File: src/blle_pkg.sv
// Package for the branch, loop and load execution block.
// Assumes a single 100 MHz core clock and an AXI4-Lite register port.
package blle_pkg;

  // Register byte offsets
  localparam logic [7:0] OFF_CMD = 8'h00;
  localparam logic [7:0] OFF_FLAGS = 8'h04;
  localparam logic [7:0] OFF_IP = 8'h08;
  localparam logic [7:0] OFF_CS = 8'h0C;
  localparam logic [7:0] OFF_DS = 8'h10;
  localparam logic [7:0] OFF_ES = 8'h14;
  localparam logic [7:0] OFF_AX = 8'h18;
  localparam logic [7:0] OFF_CX = 8'h1C;
  localparam logic [7:0] OFF_BP = 8'h20;
  localparam logic [7:0] OFF_SP = 8'h24;
  localparam logic [7:0] OFF_SI = 8'h28;
  localparam logic [7:0] OFF_DEST = 8'h2C;
  localparam logic [7:0] OFF_MEM_LO = 8'h30;
  localparam logic [7:0] OFF_MEM_HI = 8'h34;
  localparam logic [7:0] OFF_EA = 8'h38;
  localparam logic [7:0] OFF_STATUS = 8'h3C;

  // Flag positions in the flags register
  localparam int FLAG_CARRY = 0;
  localparam int FLAG_PARITY = 2;
  localparam int FLAG_AUX = 4;
  localparam int FLAG_ZERO = 6;
  localparam int FLAG_SIGN = 7;
  localparam int FLAG_DIR = 10;
  localparam int FLAG_OVF = 11;

  // Command register fields
  localparam int CMD_OP_LSB = 0;
  localparam int CMD_DISP_LSB = 8;
  localparam int CMD_WORD_BIT = 16;
  localparam int CMD_LOCK_BIT = 17;
  localparam int CMD_SEG_BIT = 18;
  localparam int CMD_REP_BIT = 19;

  // String pointer steps and stack pop step
  localparam logic [15:0] STEP_BYTE = 16'h0001;
  localparam logic [15:0] STEP_WORD = 16'h0002;
  localparam logic [15:0] POP_STEP = 16'h0002;

  localparam logic [1:0] RESP_OKAY = 2'h0;
  localparam logic [1:0] RESP_SLVERR = 2'h2;

  // Operation codes, numbered in this order from zero
  typedef enum logic [5:0] {
    OP_NOP, OP_BRANCH_IF_LESS, OP_BRANCH_IF_NOT_GREATER_EQUAL,
    OP_BRANCH_IF_LESS_EQUAL, OP_BRANCH_IF_NOT_GREATER,
    OP_JUMP_SHORT, OP_JUMP_NEAR, OP_JUMP_FAR, OP_JUMP_MEM, OP_JUMP_REG,
    OP_BRANCH_IF_NO_CARRY, OP_BRANCH_IF_NOT_EQUAL, OP_BRANCH_IF_NONZERO,
    OP_BRANCH_IF_NO_OVERFLOW, OP_BRANCH_IF_NOT_NEGATIVE,
    OP_BRANCH_IF_NO_PARITY, OP_BRANCH_IF_PARITY_ODD,
    OP_BRANCH_IF_OVERFLOW, OP_BRANCH_IF_PARITY, OP_BRANCH_IF_PARITY_EVEN,
    OP_BRANCH_IF_NEGATIVE, OP_FLAGS_TO_HIGH_ACC,
    OP_FAR_PTR_LOAD_DATA_SEG, OP_FAR_PTR_LOAD_EXTRA_SEG, OP_OFFSET_LOAD,
    OP_FRAME_TEARDOWN, OP_STRING_LOAD, OP_COUNT_BRANCH,
    OP_COUNT_BRANCH_WHILE_ZERO, OP_COUNT_BRANCH_WHILE_ZERO_ALIAS
  } blle_op_type;

  typedef enum {ST_IDLE, ST_EXEC} blle_state_type;

  // Architectural state seen by software
  typedef struct packed {
    logic [15:0] flags;
    logic [15:0] instr_pointer;
    logic [15:0] code_segment_reg;
    logic [15:0] data_segment_reg;
    logic [15:0] extra_segment_reg;
    logic [15:0] accumulator_word;
    logic [15:0] count_reg;
    logic [15:0] frame_base_reg;
    logic [15:0] stack_pointer_reg;
    logic [15:0] source_index_reg;
    logic [15:0] dest_reg;
    logic [15:0] mem_lo;
    logic [15:0] mem_hi;
    logic [15:0] effective_address;
  } blle_arch_type;

  // Latched command
  typedef struct packed {
    logic repeat_prefix;
    logic seg_prefix;
    logic lock_prefix;
    logic word;
    logic [7:0] short_displacement;
    logic [5:0] op;
  } blle_cmd_type;

endpackage

File: src/blle_exec.sv
// Execution unit for short branches, jumps, counted loops and loads.
// Assumes an AXI4-Lite master on aclk; memory operands are staged by
// software in the operand registers before a command is written.
`timescale 1ns/100ps

module blle_exec
  import blle_pkg::*;
(
  input wire logic aclk,
  input wire logic aresetn,
  input wire logic [7:0] awaddr,
  input wire logic [2:0] awprot,
  input wire logic awvalid,
  output logic awready,
  input wire logic [31:0] wdata,
  input wire logic [3:0] wstrb,
  input wire logic wvalid,
  output logic wready,
  output logic [1:0] bresp,
  output logic bvalid,
  input wire logic bready,
  input wire logic [7:0] araddr,
  input wire logic [2:0] arprot,
  input wire logic arvalid,
  output logic arready,
  output logic [31:0] rdata,
  output logic [1:0] rresp,
  output logic rvalid,
  input wire logic rready,
  output logic bus_lock
);

  typedef struct packed {
    blle_state_type state;
    logic awready;
    logic wready;
    logic arready;
    logic aw_ok;
    logic [7:0] aw_addr;
    logic w_ok;
    logic [31:0] w_data;
    logic [3:0] w_strb;
    logic bvalid;
    logic [1:0] bresp;
    logic rvalid;
    logic [31:0] rdata;
    logic [1:0] rresp;
    blle_arch_type arch;
    blle_cmd_type cmd;
    logic taken;
    logic bus_lock;
  } blle_st_type;

  blle_st_type r;
  blle_st_type next_r;

  // Byte-lane merge of a 16-bit register
  function automatic logic [15:0] merge16(input logic [15:0] old,
                                          input logic [31:0] d,
                                          input logic [3:0] s);
    merge16 = old;
    if (s[0]) merge16[7:0] = d[7:0];
    if (s[1]) merge16[15:8] = d[15:8];
  endfunction

  // Sign extension of the short displacement
  function automatic logic [15:0] sext8(input logic [7:0] d);
    sext8 = {{8{d[7]}}, d};
  endfunction

  // Read decode; the bool flags whether the address maps
  function automatic logic [32:0] read_reg(input logic [7:0] a,
                                           input blle_st_type s);
    logic [15:0] v;
    logic hit;
    v = 16'h0000;
    hit = 1'b1;
    if (a == OFF_CMD) v = {s.cmd.short_displacement, 2'h0, s.cmd.op};
    else if (a == OFF_FLAGS) v = s.arch.flags;
    else if (a == OFF_IP) v = s.arch.instr_pointer;
    else if (a == OFF_CS) v = s.arch.code_segment_reg;
    else if (a == OFF_DS) v = s.arch.data_segment_reg;
    else if (a == OFF_ES) v = s.arch.extra_segment_reg;
    else if (a == OFF_AX) v = s.arch.accumulator_word;
    else if (a == OFF_CX) v = s.arch.count_reg;
    else if (a == OFF_BP) v = s.arch.frame_base_reg;
    else if (a == OFF_SP) v = s.arch.stack_pointer_reg;
    else if (a == OFF_SI) v = s.arch.source_index_reg;
    else if (a == OFF_DEST) v = s.arch.dest_reg;
    else if (a == OFF_MEM_LO) v = s.arch.mem_lo;
    else if (a == OFF_MEM_HI) v = s.arch.mem_hi;
    else if (a == OFF_EA) v = s.arch.effective_address;
    else if (a == OFF_STATUS) v = {10'h000, s.cmd.repeat_prefix, s.cmd.seg_prefix,
                                   s.cmd.lock_prefix, s.state == ST_EXEC,
                                   s.bus_lock, s.taken};
    else hit = 1'b0;
    read_reg = {hit, 16'h0000, v};
  endfunction

  // Next-state logic: bus slave plus the single execute cycle
  always_comb begin
    blle_arch_type a;
    logic [32:0] rd;
    logic [15:0] new_cx;
    logic [15:0] step;
    logic take;
    next_r = r;
    a = r.arch;
    rd = 33'h000000000;
    new_cx = 16'(r.arch.count_reg - 16'h0001);
    step = r.cmd.word ? STEP_WORD : STEP_BYTE;
    take = 1'b0;

    // Address and data are taken in either order
    if (awvalid && r.awready) begin
      next_r.aw_ok = 1'b1;
      next_r.aw_addr = {awaddr[7:2], 2'h0};
    end
    if (wvalid && r.wready) begin
      next_r.w_ok = 1'b1;
      next_r.w_data = wdata;
      next_r.w_strb = wstrb;
    end
    if (bvalid && bready) begin
      next_r.bvalid = 1'b0;
    end

    // Execute one instruction; flags are never written here
    if (r.state == ST_EXEC) begin
      case (blle_op_type'(r.cmd.op))
        OP_BRANCH_IF_LESS, OP_BRANCH_IF_NOT_GREATER_EQUAL: begin
          take = a.flags[FLAG_SIGN] != a.flags[FLAG_OVF];
        end
        OP_BRANCH_IF_LESS_EQUAL, OP_BRANCH_IF_NOT_GREATER: begin
          take = (a.flags[FLAG_SIGN] != a.flags[FLAG_OVF])
                 || a.flags[FLAG_ZERO];
        end
        OP_BRANCH_IF_NO_CARRY: take = !a.flags[FLAG_CARRY];
        OP_BRANCH_IF_NOT_EQUAL, OP_BRANCH_IF_NONZERO: take = !a.flags[FLAG_ZERO];
        OP_BRANCH_IF_NO_OVERFLOW: take = !a.flags[FLAG_OVF];
        OP_BRANCH_IF_NOT_NEGATIVE: take = !a.flags[FLAG_SIGN];
        OP_BRANCH_IF_NO_PARITY, OP_BRANCH_IF_PARITY_ODD: begin
          take = !a.flags[FLAG_PARITY];
        end
        OP_BRANCH_IF_OVERFLOW: take = a.flags[FLAG_OVF];
        OP_BRANCH_IF_PARITY, OP_BRANCH_IF_PARITY_EVEN: begin
          take = a.flags[FLAG_PARITY];
        end
        OP_BRANCH_IF_NEGATIVE: take = a.flags[FLAG_SIGN];
        OP_JUMP_SHORT: take = 1'b1;
        OP_JUMP_NEAR: begin
          next_r.arch.instr_pointer = 16'(a.instr_pointer + a.effective_address);
        end
        OP_JUMP_FAR: begin
          next_r.arch.code_segment_reg = a.mem_hi;
          next_r.arch.instr_pointer = a.effective_address;
        end
        OP_JUMP_MEM: next_r.arch.instr_pointer = a.mem_lo;
        OP_JUMP_REG: next_r.arch.instr_pointer = a.dest_reg;
        OP_FLAGS_TO_HIGH_ACC: begin
          // Undefined positions 5, 3 and 1 are driven low
          next_r.arch.accumulator_word[15:8] = {a.flags[FLAG_SIGN],
            a.flags[FLAG_ZERO], 1'b0, a.flags[FLAG_AUX], 1'b0,
            a.flags[FLAG_PARITY], 1'b0, a.flags[FLAG_CARRY]};
        end
        OP_FAR_PTR_LOAD_DATA_SEG: begin
          next_r.arch.dest_reg = a.mem_lo;
          next_r.arch.data_segment_reg = a.mem_hi;
        end
        OP_FAR_PTR_LOAD_EXTRA_SEG: begin
          next_r.arch.dest_reg = a.mem_lo;
          next_r.arch.extra_segment_reg = a.mem_hi;
        end
        OP_OFFSET_LOAD: next_r.arch.dest_reg = a.effective_address;
        OP_FRAME_TEARDOWN: begin
          // Old frame base is the popped word staged at the frame base
          next_r.arch.stack_pointer_reg = 16'(a.frame_base_reg + POP_STEP);
          next_r.arch.frame_base_reg = a.mem_lo;
        end
        OP_STRING_LOAD: begin
          if (r.cmd.word) next_r.arch.accumulator_word = a.mem_lo;
          else next_r.arch.accumulator_word[7:0] = a.mem_lo[7:0];
          if (!a.flags[FLAG_DIR]) next_r.arch.source_index_reg = 16'(a.source_index_reg + step);
          else next_r.arch.source_index_reg = 16'(a.source_index_reg - step);
        end
        OP_COUNT_BRANCH: begin
          next_r.arch.count_reg = new_cx;
          take = new_cx != 16'h0000;
        end
        OP_COUNT_BRANCH_WHILE_ZERO, OP_COUNT_BRANCH_WHILE_ZERO_ALIAS: begin
          next_r.arch.count_reg = new_cx;
          take = (new_cx != 16'h0000) && a.flags[FLAG_ZERO];
        end
        default: take = 1'b0;
      endcase
      // Fall-through leaves the pointer as staged by software
      if (take) begin
        next_r.arch.instr_pointer = 16'(a.instr_pointer
                                        + sext8(r.cmd.short_displacement));
      end
      next_r.taken = take || (blle_op_type'(r.cmd.op) inside
                     {OP_JUMP_NEAR, OP_JUMP_FAR, OP_JUMP_MEM, OP_JUMP_REG});
      next_r.state = ST_IDLE;
    end

    // Register write once both halves are in; blocked while executing
    if (r.aw_ok && r.w_ok && !r.bvalid && r.state == ST_IDLE) begin
      next_r.aw_ok = 1'b0;
      next_r.w_ok = 1'b0;
      next_r.bvalid = 1'b1;
      next_r.bresp = RESP_OKAY;
      if (r.aw_addr == OFF_CMD) begin
        // Prefix bits may be combined freely
        next_r.cmd = merge32_cmd(r.cmd, r.w_data, r.w_strb);
        next_r.state = ST_EXEC;
      end
      else if (r.aw_addr == OFF_FLAGS) next_r.arch.flags = merge16(a.flags, r.w_data, r.w_strb);
      else if (r.aw_addr == OFF_IP) begin
        next_r.arch.instr_pointer = merge16(a.instr_pointer, r.w_data, r.w_strb);
      end
      else if (r.aw_addr == OFF_CS) begin
        next_r.arch.code_segment_reg = merge16(a.code_segment_reg, r.w_data, r.w_strb);
      end
      else if (r.aw_addr == OFF_DS) begin
        next_r.arch.data_segment_reg = merge16(a.data_segment_reg, r.w_data, r.w_strb);
      end
      else if (r.aw_addr == OFF_ES) begin
        next_r.arch.extra_segment_reg = merge16(a.extra_segment_reg, r.w_data, r.w_strb);
      end
      else if (r.aw_addr == OFF_AX) begin
        next_r.arch.accumulator_word = merge16(a.accumulator_word, r.w_data, r.w_strb);
      end
      else if (r.aw_addr == OFF_CX) begin
        next_r.arch.count_reg = merge16(a.count_reg, r.w_data, r.w_strb);
      end
      else if (r.aw_addr == OFF_BP) begin
        next_r.arch.frame_base_reg = merge16(a.frame_base_reg, r.w_data, r.w_strb);
      end
      else if (r.aw_addr == OFF_SP) begin
        next_r.arch.stack_pointer_reg = merge16(a.stack_pointer_reg, r.w_data, r.w_strb);
      end
      else if (r.aw_addr == OFF_SI) begin
        next_r.arch.source_index_reg = merge16(a.source_index_reg, r.w_data, r.w_strb);
      end
      else if (r.aw_addr == OFF_DEST) begin
        next_r.arch.dest_reg = merge16(a.dest_reg, r.w_data, r.w_strb);
      end
      else if (r.aw_addr == OFF_MEM_LO) begin
        next_r.arch.mem_lo = merge16(a.mem_lo, r.w_data, r.w_strb);
      end
      else if (r.aw_addr == OFF_MEM_HI) begin
        next_r.arch.mem_hi = merge16(a.mem_hi, r.w_data, r.w_strb);
      end
      else if (r.aw_addr == OFF_EA) begin
        next_r.arch.effective_address = merge16(a.effective_address, r.w_data, r.w_strb);
      end
      else if (r.aw_addr != OFF_STATUS) next_r.bresp = RESP_SLVERR;
    end

    // Read channel: one read under way at a time
    if (arvalid && r.arready) begin
      rd = read_reg({araddr[7:2], 2'h0}, r);
      next_r.rvalid = 1'b1;
      next_r.rdata = rd[31:0];
      next_r.rresp = rd[32] ? RESP_OKAY : RESP_SLVERR;
      next_r.arready = 1'b0;
    end
    else if (r.rvalid && rready) begin
      next_r.rvalid = 1'b0;
      next_r.arready = 1'b1;
    end

    // Ready flags held in flops so outputs stay registered
    next_r.awready = !next_r.aw_ok;
    next_r.wready = !next_r.w_ok;
    // Lock spans exactly the execute cycle of the prefixed instruction
    next_r.bus_lock = (next_r.state == ST_EXEC) && next_r.cmd.lock_prefix;
  end

  // Merge in register layout, then unpack; the struct keeps the register's field order but drops its unused bits
  function automatic blle_cmd_type merge32_cmd(input blle_cmd_type old,
                                               input logic [31:0] d,
                                               input logic [3:0] s);
    logic [23:0] v;
    v = {4'h0, old.repeat_prefix, old.seg_prefix, old.lock_prefix, old.word,
         old.short_displacement, 2'h0, old.op};
    if (s[0]) v[7:0] = d[7:0];
    if (s[1]) v[15:8] = d[15:8];
    if (s[2]) v[23:16] = d[23:16];
    merge32_cmd = {v[CMD_REP_BIT], v[CMD_SEG_BIT], v[CMD_LOCK_BIT], v[CMD_WORD_BIT],
                   v[CMD_DISP_LSB +: 8], v[CMD_OP_LSB +: 6]};
  endfunction

  // State register, synchronous reset
  always_ff @(posedge aclk) begin
    if (!aresetn) begin
      r <= '{state: ST_IDLE, awready: 1'b1, wready: 1'b1, arready: 1'b1,
             default: '0};
    end
    else begin
      r <= next_r;
    end
  end

  assign awready = r.awready;
  assign wready = r.wready;
  assign bvalid = r.bvalid;
  assign bresp = r.bresp;
  assign arready = r.arready;
  assign rvalid = r.rvalid;
  assign rdata = r.rdata;
  assign rresp = r.rresp;
  assign bus_lock = r.bus_lock;

endmodule // blle_exec

File: config.mk
export PLATFORM = sky130hd
export DESIGN_NAME = blle_exec
export DESIGN_NICKNAME = d
export VERILOG_FILES = /design/src/blle_pkg.sv /design/src/blle_exec.sv
export SDC_FILE = /design/constraint.sdc
export NUM_CORES = 1
export LEC_CHECK = 0
export ABC_AREA = 1
export BUFFER_PORTS_ARGS = -buffer_cell sky130_fd_sc_hd__clkbuf_2
export CAP_MARGIN = 15
export CORE_MARGIN = 1
export CORE_UTILIZATION = 40
export DETAILED_ROUTE_END_ITERATION = 16
export HOLD_SLACK_MARGIN = 0.15
export SYNTH_ARGS = -nofsm -noshare
export SYNTH_HDL_FRONTEND = slang
export SYNTH_SLANG_ARGS = --single-unit
File: constraint.sdc
create_clock -name aclk -period 6.2 [get_ports aclk]
set_input_delay 1.24 -clock aclk [delete_from_list [all_inputs] [get_ports aclk]]
set_output_delay 1.24 -clock aclk [all_outputs]
set_load 0.01 [all_outputs]
Yosys cells after proc, flatten, opt, wreduce, memory -nomap -nowiden
Cells that the tools add are included.
{ "word_totals": {"reg_bits": 345, "output_inout_bits": 42} }
{ "classes": {"eq_ne": 82, "bitwise": 14, "add_sub_neg": 6, "n_reduce_logical": 46, "n_mux": 120} }
{ "op_table": {"columns": ["op", "count"], "rows": [
  ["$mux W16", 36],
  ["$mux W208", 2],
  ["$mux W160", 2],
  ["$mux W226", 1],
  ["$mux W192", 1],
  ["$mux W176", 1],
  ["$mux W32", 5],
  ["$mux W144", 1],
  ["$eq A6 B4 Y1 const B", 23],
  ["$mux W128", 1],
  ["$mux W112", 1],
  ["$mux W96", 1],
  ["$mux W8", 11],
  ["$eq A6 B5 Y1 const B", 14],
  ["$mux W80", 1],
  ["$eq A6 B3 Y1 const B", 12],
  ["$eq A32 B2 Y1 const B", 2],
  ["$mux W64", 1],
  ["$pmux W16 S4", 1],
  ["$mux W48", 1],
  ["$mux W37", 1],
  ["$eq A6 B2 Y1 const B", 6],
  ["$mux W2", 18],
  ["$reduce_and A17 Y1", 2],
  ["43 further kinds", 123]
]} }

Logic depth before layout (Yosys ltp)
Gate-level depths: netlist of run 1.
{ "logic_depth": {"ltp_word": 21, "ltp_mapped": 18, "depth_no_buf": 18} }

Worst setup path before layout of run 1
Ideal clock, no wire load.
{ "synth_timing": {"kind": "input to register", "start": "input port araddr[7]", "end": "register r (netlist bit rdata[14])", "setup_ns": 0.132, "slack_ns": 3.437, "required_time_ns": 6.068, "arrival_time_ns": 2.631, "cell_stages": 9, "cell_sequence": "nor2_2 nand2_1 nor2_2 clkinv_1 or2_2 nand2_1 nand4_1 nand2_1 a21oi_1"} }
{ "synth_between": {"elab_chain_len": 16, "elab_cells_between_ends": 30, "cone_classes": "eq/ne: 14; mux: 15; reduce/logical: 1"} }
{ "synth_lines": {"columns": ["element", "line", "source"], "rows": [
  ["start, declared", "blle_exec.sv:22", "input wire logic [7:0] araddr,"],
  ["$eq A6 B4 Y1", "blle_exec.sv:92", "else if (a == OFF_EA) v = s.arch.effective_address;"],
  ["$mux W16", "blle_exec.sv:92", null],
  ["$mux W16", "blle_exec.sv:91", "else if (a == OFF_MEM_HI) v = s.arch.mem_hi;"],
  ["$mux W16", "blle_exec.sv:90", "else if (a == OFF_MEM_LO) v = s.arch.mem_lo;"],
  ["$mux W16", "blle_exec.sv:89", "else if (a == OFF_DEST) v = s.arch.dest_reg;"],
  ["$mux W16", "blle_exec.sv:88", "else if (a == OFF_SI) v = s.arch.source_index_reg;"],
  ["$mux W16", "blle_exec.sv:87", "else if (a == OFF_SP) v = s.arch.stack_pointer_reg;"],
  ["$mux W16", "blle_exec.sv:86", "else if (a == OFF_BP) v = s.arch.frame_base_reg;"],
  ["$mux W16", "blle_exec.sv:85", "else if (a == OFF_CX) v = s.arch.count_reg;"],
  ["$mux W16", "blle_exec.sv:84", "else if (a == OFF_AX) v = s.arch.accumulator_word;"],
  ["$mux W16", "blle_exec.sv:83", "else if (a == OFF_ES) v = s.arch.extra_segment_reg;"],
  ["$mux W16", "blle_exec.sv:82", "else if (a == OFF_DS) v = s.arch.data_segment_reg;"],
  ["$mux W16", "blle_exec.sv:81", "else if (a == OFF_CS) v = s.arch.code_segment_reg;"],
  ["$mux W16", "blle_exec.sv:80", "else if (a == OFF_IP) v = s.arch.instr_pointer;"],
  ["$mux W16", "blle_exec.sv:79", "else if (a == OFF_FLAGS) v = s.arch.flags;"],
  ["$mux W16 (*)", "blle_exec.sv:78", "if (a == OFF_CMD) v = {s.cmd.short_displacement, 2'h0, s.cmd.op};"],
  ["end signal, assigned", "blle_exec.sv:297", "r <= '{state: ST_IDLE, awready: 1'b1, wready: 1'b1, arready: 1'b1,"],
  ["end signal, assigned", "blle_exec.sv:301", "r <= next_r;"],
  ["end, declared", "blle_exec.sv:54", "blle_st_type r;"]
]} }
Every way passes the cells marked *; elsewhere a longest branch is shown, timed or not.
A chain may end at the register's enable or synchronous reset.

Final worst setup path of run 1
{ "layout_timing": {"start": "register r[335] in the netlist's numbering", "end": "register r[159] in the netlist's numbering"} }
{ "layout_between": {"elab_chain_len": 10, "elab_cells_between_ends": 13, "cone_classes": "eq/ne: 2; mux: 9; reduce/logical: 2"} }
{ "layout_lines": {"columns": ["element", "line", "source"], "rows": [
  ["$eq A32 B2 Y1", "blle_exec.sv:129", "if (r.state == ST_EXEC) begin"],
  ["$mux W160", "blle_exec.sv:129", null],
  ["$mux W16", "blle_exec.sv:230", "else if (r.aw_addr == OFF_AX) begin"],
  ["$mux W144", "blle_exec.sv:227", "else if (r.aw_addr == OFF_ES) begin"],
  ["$mux W160", "blle_exec.sv:224", "else if (r.aw_addr == OFF_DS) begin"],
  ["$mux W176", "blle_exec.sv:221", "else if (r.aw_addr == OFF_CS) begin"],
  ["$mux W192", "blle_exec.sv:218", "else if (r.aw_addr == OFF_IP) begin"],
  ["$mux W208", "blle_exec.sv:217", "else if (r.aw_addr == OFF_FLAGS) next_r.arch.flags = merge16(a.flags, r.w_data, r.w_strb);"],
  ["$mux W208", "blle_exec.sv:212", "if (r.aw_addr == OFF_CMD) begin"],
  ["$mux W226", "blle_exec.sv:207", "if (r.aw_ok && r.w_ok && !r.bvalid && r.state == ST_IDLE) begin"]
]} }
Parallel ways exist; a longest one is shown, timed or not.

==> results.sh, run 1 <==
export IMPL_p_leak_uw=0.00907
export IMPL_routed_wl_mm=88.4
export IMPL_synthCells=3132
export IMPL_setup_viol=0
export IMPL_post_dp_hpwl_mm=64.5
export IMPL_crit_path_cell_trace="inv_1 > nand2_1 > nor2_1 > nand2_1 > nor2_1 > nand2_2 > nor2_2 > inv_2 > o311ai_0 > o211ai_1 > a21oi_1"
export IMPL_grt_util_all_layers_pct=32.8
export IMPL_drtIter0Drc=2665
export IMPL_power_density_nw_per_um2=224
export IMPL_synthToLayoutAreaGrowth_pct=9.57
export IMPL_rows=82
export IMPL_hold_viol_final=0
export IMPL_path_delay_family="simple AND/OR/NAND/NOR gates"
export IMPL_finalSetupTns_ns=0
export IMPL_cts_made_buffers=40
export IMPL_grt_pass1_vias=20600
export IMPL_postPlaceCellArea_um2=21200
export IMPL_postSynthAreaPerCell_um2=6.59
export IMPL_nNetsFinal=3213
export IMPL_fin_util_pct=44.8
export IMPL_worst_hold_path_type="flop to flop"
export IMPL_status="finished, final reports clean"
export IMPL_crit_buf_inv=2
export IMPL_fp_dieH_um=229
export IMPL_fin_skew_ns=0.0198
export IMPL_clockRootBuffer="clkbuf_16"
export IMPL_critical_path_depth=11
export IMPL_core_um2=50500
export IMPL_cts_tree="built"
export IMPL_crit_required_ns=6.70
export IMPL_synth_edf_count=0
export IMPL_drive_gt1_share_pct=8.70
export IMPL_drv_cap=0
export IMPL_hold_depth=2
export IMPL_postCtsSetupBuffers=0
export IMPL_worst_ep_arrival_time_ns=4.37
export IMPL_path_max_fanout=43
export IMPL_grt_max_degree=88
export IMPL_layout_common_cells="624 x nand2_1, 366 x a21oi_1, 338 x o21ai_0, 330 x dfxtp_1, 306 x inv_1"
export IMPL_finalCritPeriodShare_pct=62.3
export IMPL_synth_cell_types=56
export IMPL_synth_cell_area_um2=20600
export IMPL_synth_seq_area_share_pct=32.0
export IMPL_cts_resized=0
export IMPL_yosys_most_used_dff="dfxtp_1"
export IMPL_rsz0062_at_grt="false"
export IMPL_cts_hold_fix_buffers=0
export IMPL_drt_vias_per_instance=5.96
export IMPL_grt_pass1_wl_mm=130
export IMPL_cts_num_sinks=330
export IMPL_drc=0
export IMPL_mostFrequentLayoutCell="nand2_1"
export IMPL_dr_pass1_iters=9
export IMPL_slew_headroom_pct=23.2
export IMPL_vias=22700
export IMPL_gp_congestion=1.04
export IMPL_final_antenna_net_count=0
export IMPL_critPathMaxStageDelay_ns=0.83
export IMPL_grt_ovfl_total=0
export IMPL_post_route_cell_area_um2=22600
export IMPL_drv_slew=0
export IMPL_cpMaxStageDelayCell="nor2_2"
export IMPL_die_w_um=229
export IMPL_clock_path_buffers=3
export IMPL_fin_ws_ns=2.33
export IMPL_reg2reg_depth=11
export IMPL_pre_cts_slack_ns=2.26
export IMPL_async_reset_ff_share_pct=0
export IMPL_cts_htree_levels=2
export IMPL_ioPinCount=107
export IMPL_clk_pin_slew_ns=0.07
export IMPL_fmax_mhz=259
export IMPL_tightest_slew_ns=1.15
export IMPL_yosysWarningCount=0
export IMPL_fin_crit_ns=3.87
export IMPL_cp_end_kind="flop"
export IMPL_cp_start_kind="flop"
export IMPL_wl_per_cell_um=23.2
export IMPL_grt_antenna_before_repair=1
export IMPL_ys_ff_latch=330
export IMPL_numPortBuffers=65
export IMPL_path_class="flop to flop"
export IMPL_die_area_um2=52500
export IMPL_start_util_pct=40.9
export IMPL_vdd_drop_max_uv=218
export IMPL_clk_latency_ns=0.58
[worst paths after layout]
| path | startpoint | end | slack [ns] |
|---|---|---|---|
| worst max-delay path | r[335] | r[159] | 2.33 |
| worst min-delay path | r[345] | r[345] | 0.42 |
| worst max register to register | r[335] | r[159] | 2.33 |
| worst min register to register | r[345] | r[345] | 0.42 |
[power breakdown]
part           switching [µW]  internal [µW]  leakage (µW)
combinational             279           82.6       0.00572
clock                    1010           1470      0.000685
sequential               71.5           2150       0.00267
[per-stage QoR]
stage               hold slack (ns)  total power, µW  instances
floorplan                     0.407             2440       3149
global placement              0.416             2610       3723
detailed placement            0.421             2610       3724
CTS                           0.430             5050       3797
global route                  0.458             5170       3800
finish                        0.425             5060       3801
[cell usage after synthesis, types with 5 or more instances]
master	n	area, µm²
mux2_2	14	158
nor4_1	8	50.1
dfxtp_1	330	6610
inv_1	307	1150
nand2_1	624	2340
a211oi_1	42	315
nor2_2	15	93.8
buf_4	39	293
nor2_1	273	1020
nand3_1	106	531
buf_1	8	30.0
o221ai_1	17	149
a22oi_1	21	158
or2_2	5	31.3
nand4_1	64	400
a21o_1	5	37.5
nor2_4	10	113
inv_2	27	101
clkbuf_1	113	424
nand2_2	16	100
a221oi_1	6	52.6
ha_1	48	601
nor3_2	6	60.1
o21ai_1	43	215
o2111ai_1	7	61.3
o21ai_0	338	1690
nand3b_1	6	45.0
o22ai_1	43	269
buf_2	30	150
nor3_1	25	125
xor2_1	33	289
a21oi_1	366	1830
o211ai_1	79	593
xnor2_1	15	131
[routing by layer]
layer	share of wire (%)	GRT usage, %	up-vias
li1	-	-	10500
met5	0	0	-
met2	42	48.8	1272
met4	6.2	19.1	0
met3	11	6.16	271
met1	41	44.0	10600
[cell families after synthesis]
group / Yosys count / synth area share (%)
simple gates: 1170 / 24.5
compound gates: 986 / 26.8
buf+inv: 531 / 10.6
flops: 330 / 32.0
fa+ha+maj: 51 / 3.20
xor+xnor: 48 / 2.04
mux: 15 / 0.813
other cells: 1 / 0.0182
[worst reg2reg max path, delay by kind of cell (launching register included)]
| kind | cells | cell delay [ns] |
|---|---|---|
| AO/OA/AOI/OAI | 3 | 0.77 |
| buffers and inverters | 2 | 0.65 |
| flip-flops | 1 | 0.31 |
| AND/OR/NAND/NOR | 6 | 2.05 |
[final cells by class]
cell class	count	area, µm²
Sequential cell	330	6610
Antenna cell	1	2.50
Multi-Input combinational cell	2288	11900
Fill cell	5312	27900
Inverter	339	1270
Clock buffer	60	1240
Timing Repair Buffer	98	614
Clock inverter	13	130
Tap cell	672	841
[registers in the layout, indices dropped and copies added (netlist names)]
| signal | cells |
|---|---|
| arready | 1 |
| awready | 1 |
| wready | 1 |
| r | 306 |
| bresp | 1 |
| rdata | 16 |
| rresp | 1 |
| bvalid | 1 |
| rvalid | 1 |
| bus_lock | 1 |
Note: power is estimated with default switching activity, not from simulation.
==> inputs of run 2 (changes only) <==
==> constraint.sdc (replaced) <==
create_clock -name aclk -period 3.75 [get_ports aclk]
set_input_delay 0.75 -clock aclk [delete_from_list [all_inputs] [get_ports aclk]]
set_output_delay 0.75 -clock aclk [all_outputs]
set_load 0.01 [all_outputs]
==> results.sh, run 2 (synthesis results as in run 1) <==
export IMPL_status="finished, final reports clean"
export IMPL_largest_reg_flops=306
export IMPL_gp_congestion=1.04
export IMPL_fin_crit_ns=3.35
export IMPL_max_flop_register="r"
export IMPL_pwr_share_seq_pct=43.4
export IMPL_dr_pass1_iters=6
export IMPL_n_antenna_cell=0
export IMPL_clk_latency_ns=0.58
export IMPL_grt_busiest_layer="met2"
export IMPL_p_sw_uw=2220
export IMPL_drt_vias_per_instance=5.93
export IMPL_fmax_mhz=299
export IMPL_crit_buf_inv=2
export IMPL_reg2reg_depth=12
export IMPL_crit_required_ns=4.22
export IMPL_place_inst=3751
export IMPL_numPortBuffers=65
export IMPL_ioPinCount=107
export IMPL_grt_max_degree=123
export IMPL_worst_ep_arrival_time_ns=3.82
export IMPL_cts_htree_levels=2
export IMPL_vias=22600
export IMPL_grt_use_met1_pct=43.4
export IMPL_slew_headroom_pct=24.8
export IMPL_fin_skew_ns=0.0425
export IMPL_grt_ovfl_total=0
export IMPL_hold_start="r[345]"
export IMPL_critPathMostFrequentCell="o21ai_0"
export IMPL_path_max_fanout=10
export IMPL_grt_pass1_wl_mm=129
export IMPL_mostFrequentLayoutCell="nand2_1"
export IMPL_cpMaxStageDelayCell="dfxtp_1"
export IMPL_final_cell_count_no_fill=3822
export IMPL_grtUsageMet2_pct=47.8
export IMPL_core_um2=50500
export IMPL_synthToLayoutAreaGrowth_pct=10.4
export IMPL_drtIter0Drc=2903
export IMPL_post_dp_hpwl_mm=65.0
export IMPL_cts_hold_fix_buffers=0
export IMPL_cts_tree="built"
export IMPL_internal_power_uw=6200
export IMPL_layout_common_cells="624 x nand2_1, 366 x a21oi_1, 338 x o21ai_0, 330 x dfxtp_1, 306 x inv_1"
export IMPL_cts_made_buffers=39
export IMPL_path_delay_family="compound AO/OA/AOI/OAI gates"
export IMPL_cts_num_sinks=330
export IMPL_cp_start_kind="flop"
export IMPL_power_density_nw_per_um2=369
export IMPL_crit_path_cell_trace="clkinv_1 > ha_1 > fa_1 > o21ai_0 > buf_4 > a21oi_1 > o21ai_0 > xor2_1 > nand2_1 > nand3_1 > o21ai_0 > a21oi_1"
export IMPL_drv_slew=0
export IMPL_worst_hold_path_type="flop to flop"
export IMPL_routed_wl_mm=87.9
export IMPL_sw_frac_of_total_pct=26.4
export IMPL_p_leak_uw=0.00918
export IMPL_clock_path_buffers=3
export IMPL_grtUsageMet3_pct=7.42
export IMPL_r2r_setup_slack_ns=0.40
export IMPL_postPlaceCellArea_um2=21400
export IMPL_fp_dieH_um=229
export IMPL_path_class="flop to flop"
export IMPL_start_util_pct=40.9
export IMPL_vdd_drop_max_uv=322
export IMPL_wl_per_cell_um=23.0
export IMPL_tightest_slew_ns=1.13
export IMPL_postCtsSetupBuffers=0
export IMPL_final_antenna_net_count=0
export IMPL_hold_end="r[345]"
export IMPL_post_route_cell_area_um2=22800
export IMPL_grt_pass1_vias=20800
export IMPL_rsz0062_at_grt="false"
export IMPL_cp_end_kind="flop"
export IMPL_nNetsFinal=3236
export IMPL_finalCritPeriodShare_pct=89.3
export IMPL_cts_resized=0
export IMPL_hold_depth=2
export IMPL_pwr_share_clk_pct=49.2
export IMPL_drv_cap=0
export IMPL_die_area_um2=52500
export IMPL_finalSetupTns_ns=0
export IMPL_reg2reg_to="r[98]"
export IMPL_critPathMaxStageDelay_ns=0.58
export IMPL_die_w_um=229
export IMPL_p_comb_share_pct=7.4
export IMPL_grt_antenna_before_repair=3
export IMPL_hold_viol_final=0
export IMPL_drive_gt1_share_pct=9.40
export IMPL_grt_util_all_layers_pct=32.6
export IMPL_setup_viol=0
export IMPL_drc=0
export IMPL_clockRootBuffer="clkbuf_16"
export IMPL_clk_pin_slew_ns=0.06
export IMPL_rows=82
export IMPL_r2r_start="r[16]"
==> run 2: cell types whose count changed in the layout (fill, tap and decap cells not counted), sizes merged <==
cell      change
diode         -1
bufinv        +1
clkbuf        -1
buf          +24
clkinvlp      +1
clkinv        -4
inv           +1
==> run 2: worst max-delay path by stage <==
| stage | start | endpoint | slack (ns) | cells after the start |
|---|---|---|---|---|
| 6_report | r[16] | r[98] | 0.40 | 12 |
| 5_1_grt | r[16] | r[98] | 0.21 | 12 |
| 4_1_cts | r[16] | r[98] | 0.46 | 12 |
| 3_5_place_dp | r[16] | r[98] | 0.51 | 12 |
| 3_3_place_gp | araddr[7] | rdata[11] | 0.52 | 11 |
| 2_1_floorplan | r[16] | r[94] | 1.01 | 11 |
==> run 2: area by class of cell <==
cell class              instances  area (µm²)
clock inverters                12         141
flip-flops and latches        330        6610
repair buffers                122         772
well taps                     672         841
inverters                     339        1270
fillers                      5303       27700
clock buffers                  59        1240
multi-input cells            2288       11900
==> run 2: per-stage QoR <==
stage / hold WS (ns) / total power (µW) / utilization [%] / setup WS [ns]
final: 0.426 / 8410 / 45.1 / 0.402
after global routing: 0.458 / 8630 / 45.1 / 0.206
after CTS: 0.421 / 8420 / 45.1 / 0.458
after detailed placement: 0.422 / 4320 / 42.4 / 0.510
after global placement: 0.417 / 4320 / 42.4 / 0.519
after floorplan: 0.407 / 4040 / - / 1.01
==> run 2: layer usage <==
layer  part of all wire, %  wire length, µm
met5                 0.026               23
met4                   6.5             5680
met1                    41            36400
met2                    41            36400
met3                    11             9400
==> run 2: power groups by stage <==
stage	clock network (µW)	registers, µW	logic (µW)
final	4140	3650	621
after global routing	4320	3650	655
after CTS	4170	3650	601
after detailed placement	0	3720	599
after global placement	0	3720	596
after floorplan	0	3660	377
==> run 2: worst reg2reg max path: cells and delay by family (launching register included) <==
family                     cells  cell delay [ns]
and+or+nand+nor                2             0.13
AOI/OAI and AO/OA              5             0.91
buffers and inverters          2             0.62
adders and majority gates      2             0.84
xor gates and xnor gates       1             0.18
DFF                            1             0.58
